`src/rtl/drc_pkg.sv`:
```
// Package: instruction codes, run-word field positions, function codes, monitor codes
`default_nettype none
package drc_pkg;
	// Instruction codes of the serial command vocabulary
	localparam logic [7:0] CODE_RUN_SHORT = 8'hFA;
	localparam logic [7:0] CODE_RUN_WIDE  = 8'hF9;
	localparam logic [7:0] CODE_RESET     = 8'hFD;
	localparam logic [7:0] CODE_ALARM0    = 8'h74;
	localparam logic [7:0] CODE_ALARM3    = 8'h77;
	// Monitor selection codes
	localparam logic [7:0] MON_CURRENT  = 8'h02;
	localparam logic [7:0] MON_POWER    = 8'h22;
	localparam logic [7:0] MON_OPT_IN1  = 8'h3A;
	localparam logic [7:0] MON_OPT_IN2  = 8'h3B;
	localparam logic [7:0] MON_OPT_OUT  = 8'h3C;
	// Run-word bit positions
	localparam int BIT_FWD        = 1;
	localparam int BIT_REV        = 2;
	localparam int BIT_EXT_LO     = 8;
	localparam int BIT_FAULT_RST  = 11;
	// Assignable bits of the run word, in order of function slot
	localparam int N_ASSIGN = 6;
	localparam logic [N_ASSIGN*4-1:0] ASSIGN_POS = {4'h7, 4'h6, 4'h5, 4'h4, 4'h3, 4'h0};
	// Input functions that an assignable bit may carry
	typedef enum logic [2:0]
	{
		FN_CURRENT_SEL = 3'b000,
		FN_LOW_SPEED   = 3'b001,
		FN_MID_SPEED   = 3'b010,
		FN_HIGH_SPEED  = 3'b011,
		FN_SECOND_FN   = 3'b100,
		FN_OUT_INHIBIT = 3'b101
	} drc_func_e;
	// Power-on assignment: slot i carries function i
	localparam logic [N_ASSIGN*3-1:0] FUNC_DEFAULT = {3'h5, 3'h4, 3'h3, 3'h2, 3'h1, 3'h0};
	// Fault codes, alarm-log depth, monitor scale divisor and zero word
	localparam logic [7:0] FAULT_NONE      = 8'h00;
	localparam logic [7:0] FAULT_OC_ACCEL  = 8'h10;
	localparam int         ALARM_DEPTH     = 4;
	localparam logic [7:0] SCALE_DIVISOR   = 8'h0A;
	localparam logic [15:0] WORD_ZERO      = 16'h0000;
endpackage
`default_nettype wire

```
`src/rtl/drc_core.sv`:
```
// Run-command, monitor and alarm-history interpreter of a motor drive
`default_nettype none
module drc_core
(
	input  wire logic                  clk,
	input  wire logic                  reset,
	input  wire logic                  cmd_valid,
	input  wire logic                  cmd_write,
	input  wire logic [7:0]            cmd_code,
	input  wire logic [15:0]           cmd_data,
	input  wire logic [17:0]           func_assign,
	input  wire logic [3:0]            ext_enable,
	input  wire logic                  option_fitted,
	input  wire logic [15:0]           option_input_terms,
	input  wire logic [15:0]           option_input_terms2,
	input  wire logic [15:0]           option_output_terms,
	input  wire logic                  large_rating_pin,
	input  wire logic [15:0]           mon_current,
	input  wire logic [15:0]           mon_power,
	input  wire logic                  fault_event,
	input  wire logic [7:0]            fault_code,
	output logic                       rsp_valid,
	output logic                       rsp_error,
	output logic      [15:0]           rsp_data,
	output logic                       run_forward,
	output logic                       run_reverse,
	output logic                       current_input_select,
	output logic                       low_speed_cmd,
	output logic                       mid_speed_cmd,
	output logic                       high_speed_cmd,
	output logic                       second_function_select,
	output logic                       output_inhibit,
	output logic                       inching_run,
	output logic                       auto_restart_select,
	output logic                       start_self_hold,
	output logic                       drive_reset
);
	////////////////////////////////////////////////////////////////////////////////
	// State
	typedef struct packed
	{
		logic [49:0] sync1;
		logic [49:0] sync2;
		logic        large_rating;
		logic [15:0] run_word;
		logic [5:0]  func_out;
		logic        fwd;
		logic        rev;
		logic [2:0]  ext_out;
		logic        rst_pulse;
		logic        rsp_valid;
		logic        rsp_error;
		logic [15:0] rsp_data;
		logic [31:0] alarm_log;
	} drc_state_s;

	drc_state_s st;
	drc_state_s next_st;
	logic [15:0] scaled_current;
	logic [15:0] scaled_power;

	// Pin inputs gathered for the two-stage synchroniser
	logic [49:0] pin_bundle;
	assign pin_bundle = {large_rating_pin, option_fitted, option_output_terms,
		option_input_terms2, option_input_terms};

	////////////////////////////////////////////////////////////////////////////////
	// Capacity scaling of current and power
	drc_scale u_scale_cur
	(
		.large_rating (st.large_rating),
		.raw_value    (mon_current),
		.scaled_value (scaled_current)
	);
	drc_scale u_scale_pwr
	(
		.large_rating (st.large_rating),
		.raw_value    (mon_power),
		.scaled_value (scaled_power)
	);

	// Function slot lookup of the assignment map
	function automatic logic [2:0] slot_func(input logic [17:0] map, input int slot);
		slot_func = map[slot*3 +: 3];
	endfunction

	// Run-word bit position of an assignable slot
	function automatic int slot_pos(input int slot);
		slot_pos = int'(drc_pkg::ASSIGN_POS[slot*4 +: 4]);
	endfunction

	////////////////////////////////////////////////////////////////////////////////
	// Next-state logic
	always_comb
	begin
		logic [15:0] w;
		logic [15:0] mon;
		logic        known;
		logic        opt_ok;
		w = st.run_word;
		mon = drc_pkg::WORD_ZERO;
		known = 1'b1;
		opt_ok = st.sync2[48];
		next_st = st;
		next_st.sync1 = pin_bundle;
		next_st.sync2 = st.sync1;
		// Strap taken from the synchronised pin, after reset release
		next_st.large_rating = st.sync2[49];
		next_st.rsp_valid = 1'b0;
		next_st.rsp_error = 1'b0;
		next_st.rst_pulse = 1'b0;

		// Fault log: newest in entry 0, older ones shift down
		if (fault_event)
			next_st.alarm_log = {st.alarm_log[23:0], fault_code};

		if (cmd_valid)
		begin
			next_st.rsp_valid = 1'b1;
			if (cmd_write)
			begin
				unique case (cmd_code)
					drc_pkg::CODE_RUN_SHORT:
						w = {8'h00, cmd_data[7:0]};
					drc_pkg::CODE_RUN_WIDE:
						w = {4'h0, cmd_data[11:0]};
					drc_pkg::CODE_RESET:
						next_st.rst_pulse = 1'b1;
					default:
						known = 1'b0;
				endcase
			end
			else
			begin
				// Monitor items and alarm history
				if (cmd_code == drc_pkg::MON_CURRENT)
					mon = scaled_current;
				else if (cmd_code == drc_pkg::MON_POWER)
					mon = scaled_power;
				else if (cmd_code == drc_pkg::MON_OPT_IN1)
					mon = opt_ok ? st.sync2[15:0] : drc_pkg::WORD_ZERO;
				else if (cmd_code == drc_pkg::MON_OPT_IN2)
					mon = opt_ok ? st.sync2[31:16] : drc_pkg::WORD_ZERO;
				else if (cmd_code == drc_pkg::MON_OPT_OUT)
					mon = opt_ok ? st.sync2[47:32] : drc_pkg::WORD_ZERO;
				else if (cmd_code >= drc_pkg::CODE_ALARM0 && cmd_code <= drc_pkg::CODE_ALARM3)
					mon = {8'h00, st.alarm_log[8*(cmd_code[1:0]) +: 8]};
				else
					known = 1'b0;
			end
			next_st.rsp_error = ~known;
			next_st.rsp_data = mon;
		end
		next_st.run_word = w;

		// Direction: both set is treated as stop, zero word stops
		next_st.fwd = w[drc_pkg::BIT_FWD] & ~w[drc_pkg::BIT_REV];
		next_st.rev = w[drc_pkg::BIT_REV] & ~w[drc_pkg::BIT_FWD];

		// Route each assignable bit to the function its setting names
		next_st.func_out = 6'h00;
		for (int s = 0; s < drc_pkg::N_ASSIGN; s++)
		begin
			if (int'(slot_func(func_assign, s)) < drc_pkg::N_ASSIGN)
				next_st.func_out[slot_func(func_assign, s)] =
					next_st.func_out[slot_func(func_assign, s)] | w[slot_pos(s)];
		end

		// Extended bits act only where their assignment enables them
		next_st.ext_out = w[drc_pkg::BIT_EXT_LO +: 3] & ext_enable[2:0];
		// Enabled fault-reset bit also resets, as a single pulse on its rise
		if (ext_enable[3] & w[drc_pkg::BIT_FAULT_RST] & ~st.run_word[drc_pkg::BIT_FAULT_RST])
			next_st.rst_pulse = 1'b1;
	end

	////////////////////////////////////////////////////////////////////////////////
	// State register
	always_ff @(posedge clk or posedge reset)
	begin
		if (reset)
			st <= '0;
		else
			st <= next_st;
	end

	// Outputs straight from state
	assign rsp_valid              = st.rsp_valid;
	assign rsp_error              = st.rsp_error;
	assign rsp_data               = st.rsp_data;
	assign run_forward            = st.fwd;
	assign run_reverse            = st.rev;
	assign current_input_select   = st.func_out[drc_pkg::FN_CURRENT_SEL];
	assign low_speed_cmd          = st.func_out[drc_pkg::FN_LOW_SPEED];
	assign mid_speed_cmd          = st.func_out[drc_pkg::FN_MID_SPEED];
	assign high_speed_cmd         = st.func_out[drc_pkg::FN_HIGH_SPEED];
	assign second_function_select = st.func_out[drc_pkg::FN_SECOND_FN];
	assign output_inhibit         = st.func_out[drc_pkg::FN_OUT_INHIBIT];
	assign inching_run            = st.ext_out[0];
	assign auto_restart_select    = st.ext_out[1];
	assign start_self_hold        = st.ext_out[2];
	assign drive_reset            = st.rst_pulse;
endmodule
`default_nettype wire

```
`src/rtl/drc_scale.sv`:
```
// Capacity-dependent rescaling of current and power monitor values
`default_nettype none
module drc_scale
(
	input  wire logic        large_rating,
	input  wire logic [15:0] raw_value,
	output logic      [15:0] scaled_value
);
	// Raw value counts the finer unit; large ratings report the coarser one
	always_comb
	begin
		if (large_rating)
			scaled_value = raw_value / 16'(drc_pkg::SCALE_DIVISOR);
		else
			scaled_value = raw_value;
	end
endmodule
`default_nettype wire

```
`config.mk`:
```
export PLATFORM = sky130hd
export DESIGN_NAME = drc_core
export DESIGN_NICKNAME = d
export VERILOG_FILES = /design/src/rtl/drc_pkg.sv /design/src/rtl/drc_core.sv /design/src/rtl/drc_scale.sv
export SDC_FILE = /design/constraint.sdc
export NUM_CORES = 1
export LEC_CHECK = 0
export BUFFER_PORTS_ARGS = -buffer_cell sky130_fd_sc_hd__buf_2
export CAP_MARGIN = 20
export CORE_MARGIN = 2
export CORE_UTILIZATION = 40
export DETAILED_ROUTE_END_ITERATION = 7
export GPL_TIMING_DRIVEN = 0
export REMOVE_ABC_BUFFERS = 1
export SETUP_SLACK_MARGIN = 0.15
export SLEW_MARGIN = 20
export SYNTH_ARGS = -nofsm -noshare
export SYNTH_HDL_FRONTEND = slang
export SYNTH_SLANG_ARGS = --single-unit
export TNS_END_PERCENT = 10
```
`constraint.sdc`:
```
create_clock -name clk -period 6.7 [get_ports clk]
set_input_delay 0 -clock clk [delete_from_list [all_inputs] [get_ports clk]]
set_output_delay 0 -clock clk [all_outputs]
set_load 0.005 [all_outputs]
```
==> results.yml, run 1 <==
outcome:
  status: "finished clean"
yosys:
  async_reset_ff_share_pct: 100
  synth_area_leader_cell: "dfrtp_1"
  synth_top_area_share_pct: 40.8
  yosysSeqAreaShare_pct: 40.8
  syn_inst: 1113
  synth_edf_count: 0
  netlist_area_um2: 10700
  netlist_top_cells_area: "dfrtp_1 41%, mux2_2 4.3%, mux4_2 3.1%"
  synth.avg_cell_area_um2: 9.64
  yosysWarnings: 0
  synth_cell_types: 98
  ys_ff_latch: 175
  ys.flop_type: "dfrtp_1"
power:
  ir_drop_mv: 0.186
  p_per_area_nw_per_um2: 217
  leakage_uw: 0.00557
final_layout:
  largest_register_ffs: 94
  antenna_cells: 0
  top_register: "st"
  nets: 1433
  drive_gt1_share_pct: 22.1
  stdcell_area_um2: 13100
  regArea_um2: 4380
  multi_input_area_um2: 5740
  final_core_util_pct: 49.8
  fill_cells: 2411
  syn2layout_area_growth_pct: 21.7
critical_path:
  r2r_end: "high_speed_cmd"
  crit_type: "input port to flip-flop"
  crit_path_start_kind: "input port"
  reg2reg_from: "st[62]"
  reg2reg_slack_ns: 2.27
  reg2reg_depth: 14
  cp_max_fo: 24
  required_ns: 7.00
  endpoint_kind: "flip-flop"
  arrival_ns: 5.63
floorplan:
  pin_count: 171
  core_area_um2: 26200
  dieArea_um2: 28100
  rows: 59
  fp.dieH_um: 168
  fp.dieW_um: 168
  initial_core_util_pct: 40.9
clock_network:
  post-cts-setup-buffer-count: 0
  clkSinkCount: 175
  cts-buffers-inserted: 17
  post_cts_resized: 0
  clk_latency_ns: 0.43
  clock_path_buffers: 2
  cts_tree: "done"
  path_clk_slew_ns: 0.07
  htreeDepth: 4
  clockRootBuffer: "clkbuf_16"
grt:
  grt_max_degree: 66
  grt-ovfl-total: 0
  grt_usage_pct: 21.1
  grt_antenna_before_repair: 1
  grt_pass1_vias: 9019
  grt_pass1_wl_um: 48100
timing:
  finalHoldViolCount: 0
  rsz0062_at_grt: "no"
  period_share_pct: 79.5
  slew_violations: 0
  slew_headroom_pct: 28.4
  finalSetupViolCount: 0
  period_needed_ns: 5.32
  finalSetupTns_ns: 0
  fmax_ghz: 0.188
  finClkSkew_ns: 0.0143
  setup_ws_ns: 1.38
  worst_pin_slew_ns: 1.07
route:
  drc: 0
  ant_nets: 0
  first_pass_iters: 7
  vias: 9462
  wl_met1_um: 13500
  routed.top_layer: "met5"
  wire_per_inst_um: 18.1
  vias_per_cell: 5.77
  drt_wl_total_um: 29600
  dr_wl_met2_um: 13800
  met3_length_um: 1910
  initialDrtViolationCount: 884
placement:
  placed_cell_area_um2: 11600
  post-place-ws_ns: 1.38
  portBuffers: 166
  gp_congestion: 0.920
  hpwl_um: 20500
hold_path:
  hold_depth: 4
  hold_class: "input port to flip-flop"
  holdPathEnd: "second_function_select"
  worstHoldStart: "func_assign[7]"
flow_run:
  cap_violations: 0
==> kinds of logic after synthesis <==
logic type	Yosys count	share of synthesized area, %
xor gates and xnor gates	16	1.31
AOI/OAI and AO/OA	349	24.5
DFF	175	40.8
buffers and inverters	136	5.89
muxes	83	9.97
adders and majority gates	2	0.198
and+or+nand+nor	352	17.3
==> routing by layer <==
metal / up-vias / GRT usage (%)
li1: 4557 / -
met1: 4585 / 29.9
met2: 292 / 33.2
met3: 26 / 4.33
met4: 2 / 5.03
met5: - / 0
==> power breakdown <==
group	total, uW	internal [uW]	switching, uW
Clock	955	504	451
Combinational	709	306	403
Sequential	1160	1130	37.3
Total	2830	1940	891
==> worst max-delay path, cell delays in order <==
cell and delay, ns:
buf_2 0.45, nand3_1 0.26, nor2_1 0.22, nand3_1 0.53, mux2i_1 0.52, inv_1 0.11
nand3b_1 0.17, o211ai_1 0.26, a32oi_1 0.34, mux2i_1 0.13, or3b_1 0.35, a21oi_1 0.29
mux2i_1 0.17, mux4_2 0.48, or3_1 0.37, mux2i_1 0.19, o221ai_1 0.16, dlygate4sd3_1 0.59
==> how the worst max path moves through the flow <==
stage,from,end,slack [ns],depth (start not counted)
2_1_floorplan,reset,auto_restart_select,1.95,1
3_3_place_gp,reset,st[103],0.11,2
3_5_place_dp,mon_current[13],rsp_data[0],1.38,17
4_1_cts,cmd_write,mid_speed_cmd,1.58,19
5_1_grt,cmd_code[5],high_speed_cmd,0.90,18
6_report,cmd_code[5],high_speed_cmd,1.38,18
==> layout by cell type (no fill, tap or decap), types with 23 or more instances in the layout <==
cell           count
mux2i_1           27
nor2_1            68
inv_1             32
dfrtp_1          175
a21oi_1           52
nand2_1           75
nand2b_1          23
mux2_2            41
buf_2            166
o21ai_0           64
o211ai_1          23
dlygate4sd3_1     89
nor3_1            40
nand3_1           32
==> repair_timing <==
item                                    in CTS  in global routing
hold buffers                                89                  0
endpoints found under the setup margin       0                  0
endpoints found under the hold margin      262                  0
==> metrics by stage <==
| step | cells | hold slack [ns] | power, uW |
|---|---|---|---|
| 6_report | 1640 | 0.0163 | 2830 |
| 5_1_grt | 1640 | 0.0500 | 2980 |
| 4_1_cts | 1640 | 0.00106 | 2840 |
| 3_5_place_dp | 1519 | 0.0462 | 1850 |
| 3_3_place_gp | 1515 | 0.108 | 1830 |
| 2_1_floorplan | 1014 | 0.0314 | 1620 |
==> Yosys cell counts (all sizes together) (8+ instances only) <==
master	count
a211oi	19
a21o	8
a21oi	54
a221o	10
a221oi	14
a22o	12
a31oi	14
a32oi	10
and2	14
buf	53
clkbuf	46
dfrtp	175
inv	34
mux2	41
mux2i	27
mux4	15
nand2	76
nand2b	24
nand3	32
nand4	9
nor2	69
nor2b	21
nor3	42
nor3b	9
nor4	9
o2111ai	9
o211ai	23
o21ai	66
o221ai	8
o32ai	8
xnor2	13
==> layout make-up <==
cell class,count,share of cell area (%)
flip-flops and latches,175,33.5
inverters,37,1.12
multi-input cells,802,43.9
well taps,335,3.21
clock inverters,14,1.10
repair buffers,259,13.7
clock buffers,18,3.36
(Power assumes the default switching activity.)
==> run 2: changes to the inputs <==
Clock period 6.7 ns to 5.25 ns, I/O delays scaled along.
==> run 2 against run 1 <==
Compared with the run above: global-route usage is essentially flat; non-clock buffer count is 1 higher; clock power grew 28%; highest routed layer unchanged; largest cell class unchanged; critical endpoint is now rsp_data[0].
==> results.yml, run 2 (synthesized netlist as in run 1, its figures left out) <==
outcome:
  status: "finished clean"
critical_path:
  cpPeakStageDelay_ns: 0.55
  endpoint_kind: "flip-flop"
  crit_type: "input port to flip-flop"
  slowest_stage: "nor3_4"
  crit_top_cell: "mux2_2"
  crit_path_start_kind: "input port"
  cp_max_fo: 17
  crit_family: "compound AO/OA/AOI/OAI gates"
  path_cells: "buf_2 -> or3b_1 -> a31oi_1 -> nor2_1 -> nor3_4 -> mux2_2 -> a2111oi_0 -> o211a_1 -> a211oi_1 -> nor4_1 -> nand3_1 -> a21oi_1 -> o21bai_1 -> maj3_1 -> mux2_2 -> a41oi_1 -> a32o_1"
  reg2reg_slack_ns: 1.03
  arrival_ns: 5.15
  required_ns: 5.61
  crit_buf_inv: 1
timing:
  finClkSkew_ns: 0.0119
  finalHoldViolCount: 0
  slew_violations: 0
  period_share_pct: 91.3
  finalSetupTns_ns: 0
  finalSetupViolCount: 0
  fmax_ghz: 0.209
  period_needed_ns: 4.79
  rsz0062_at_grt: "yes"
  worst_pin_slew_ns: 1.08
  slew_headroom_pct: 28.0
placement:
  placed_cell_area_um2: 11600
  portBuffers: 166
  gp_congestion: 0.920
  place_inst: 1519
  hpwl_um: 20500
power:
  power_frac_clock_pct: 33.7
  ir_drop_mv: 0.237
  leakage_uw: 0.00556
  p_per_area_nw_per_um2: 276
  p_int_uw: 2470
  combPwrFrac_pct: 25.2
  switching_share_pct: 31.5
  power_frac_seq_pct: 41.1
  totalPowerFinal_uw: 3610
  switchingPower_uw: 1140
route:
  vias_per_cell: 5.78
  first_pass_iters: 5
  wire_per_inst_um: 18.0
  drt_wl_total_um: 29600
  ant_nets: 0
  vias: 9483
  initialDrtViolationCount: 891
  drc: 0
grt:
  grt_pass1_wl_um: 48100
  grt_max_degree: 66
  grt_usage_pct: 21.0
  grt_pass1_vias: 9015
  grt-ovfl-total: 0
  grt_antenna_before_repair: 1
final_layout:
  top_register: "st"
  drive_gt1_share_pct: 22.4
  final_cell_count_no_fill: 1641
  mostFrequentLayoutCells: "175 x dfrtp_1, 165 x buf_2, 90 x dlygate4sd3_1, 75 x nand2_1, 67 x nor2_1"
  final_core_util_pct: 50.0
  multi_input_area_um2: 5760
  syn2layout_area_growth_pct: 22.0
  antenna_cells: 0
  nets: 1434
  stdcell_area_um2: 13100
  final_common_cell: "dfrtp_1"
  largest_register_ffs: 94
  regArea_um2: 4380
  fill_cells: 2407
clock_network:
  htreeDepth: 4
  post-cts-setup-buffer-count: 0
  clock_path_buffers: 2
  path_clk_slew_ns: 0.07
  clkSinkCount: 175
  clk_latency_ns: 0.42
  cts-buffers-inserted: 17
  clockRootBuffer: "clkbuf_16"
  cts_tree: "done"
flow_run:
  cap_violations: 0
floorplan:
  core_area_um2: 26200
  rows: 59
  fp.dieH_um: 168
  pin_count: 171
  dieArea_um2: 28100
  fp.dieW_um: 168
  initial_core_util_pct: 40.9
hold_path:
  hold_class: "input port to flip-flop"
[run 2: worst register-to-register path, stage by stage (launching register included)]
cell	delay [ns]
dfrtp_1	0.39
mux2i_2	0.25
inv_1	0.10
nand3b_1	0.16
o211ai_1	0.26
a32oi_1	0.35
mux2i_1	0.13
or3b_1	0.35
a21oi_1	0.30
mux2i_1	0.17
mux4_2	0.48
or3_1	0.37
mux2i_1	0.17
nand2_1	0.06
dlygate4sd3_1	0.56
[run 2: worst paths after layout]
kind / start / cells past startpoint / end
min: func_assign[7] / 4 / second_function_select
max: mon_current[13] / 17 / rsp_data[0]
max in group asynchronous: reset / 4 / next_st[108]
min in group asynchronous: reset / 3 / st[27]
max reg2reg: st[62] / 14 / low_speed_cmd
min reg2reg: next_st[78] / 0 / st[78]
[run 2: area by class of cell]
class / count / share of cell area, %
timing repair buffer: 260 / 13.8
sequential: 175 / 33.4
clock buffer: 18 / 3.35
tap: 335 / 3.20
inverter: 37 / 1.12
clock inverter: 14 / 1.10
multi-input combinational: 802 / 44.0
[run 2: through the flow]
stage / setup WS (ns) / hold slack [ns]
2_1_floorplan: 0.505 / 0.0314
3_3_place_gp: -1.34 / 0.108
3_5_place_dp: -0.0683 / 0.0462
4_1_cts: 0.217 / 0.000172
5_1_grt: 0.0921 / 0.0500
6_report: 0.459 / 0.0102
[run 2: routing by layer]
layer  vias up  global-route usage [%]  share of wire, %
met4         2                    4.88               1.2
li1       4554                       -                 -
met3        28                    4.30               6.3
met5         -                       0             0.037
met1      4600                    29.9                45
met2       299                    33.2                47
[run 2: repair_timing]
action,4_1_cts,5_1_grt
resized for setup,0,6
setup endpoints to repair,0,7
endpoints found under the hold margin,262,0
hold buffers,90,0
[run 2: power by group through the flow]
stage | Combinational [uW] | Clock [uW] | Sequential [uW]
6_report | 909 | 1220 | 1490
5_1_grt | 999 | 1310 | 1500
4_1_cts | 897 | 1250 | 1490
3_5_place_dp | 843 | 0 | 1510
3_3_place_gp | 822 | 0 | 1510
2_1_floorplan | 567 | 0 | 1500
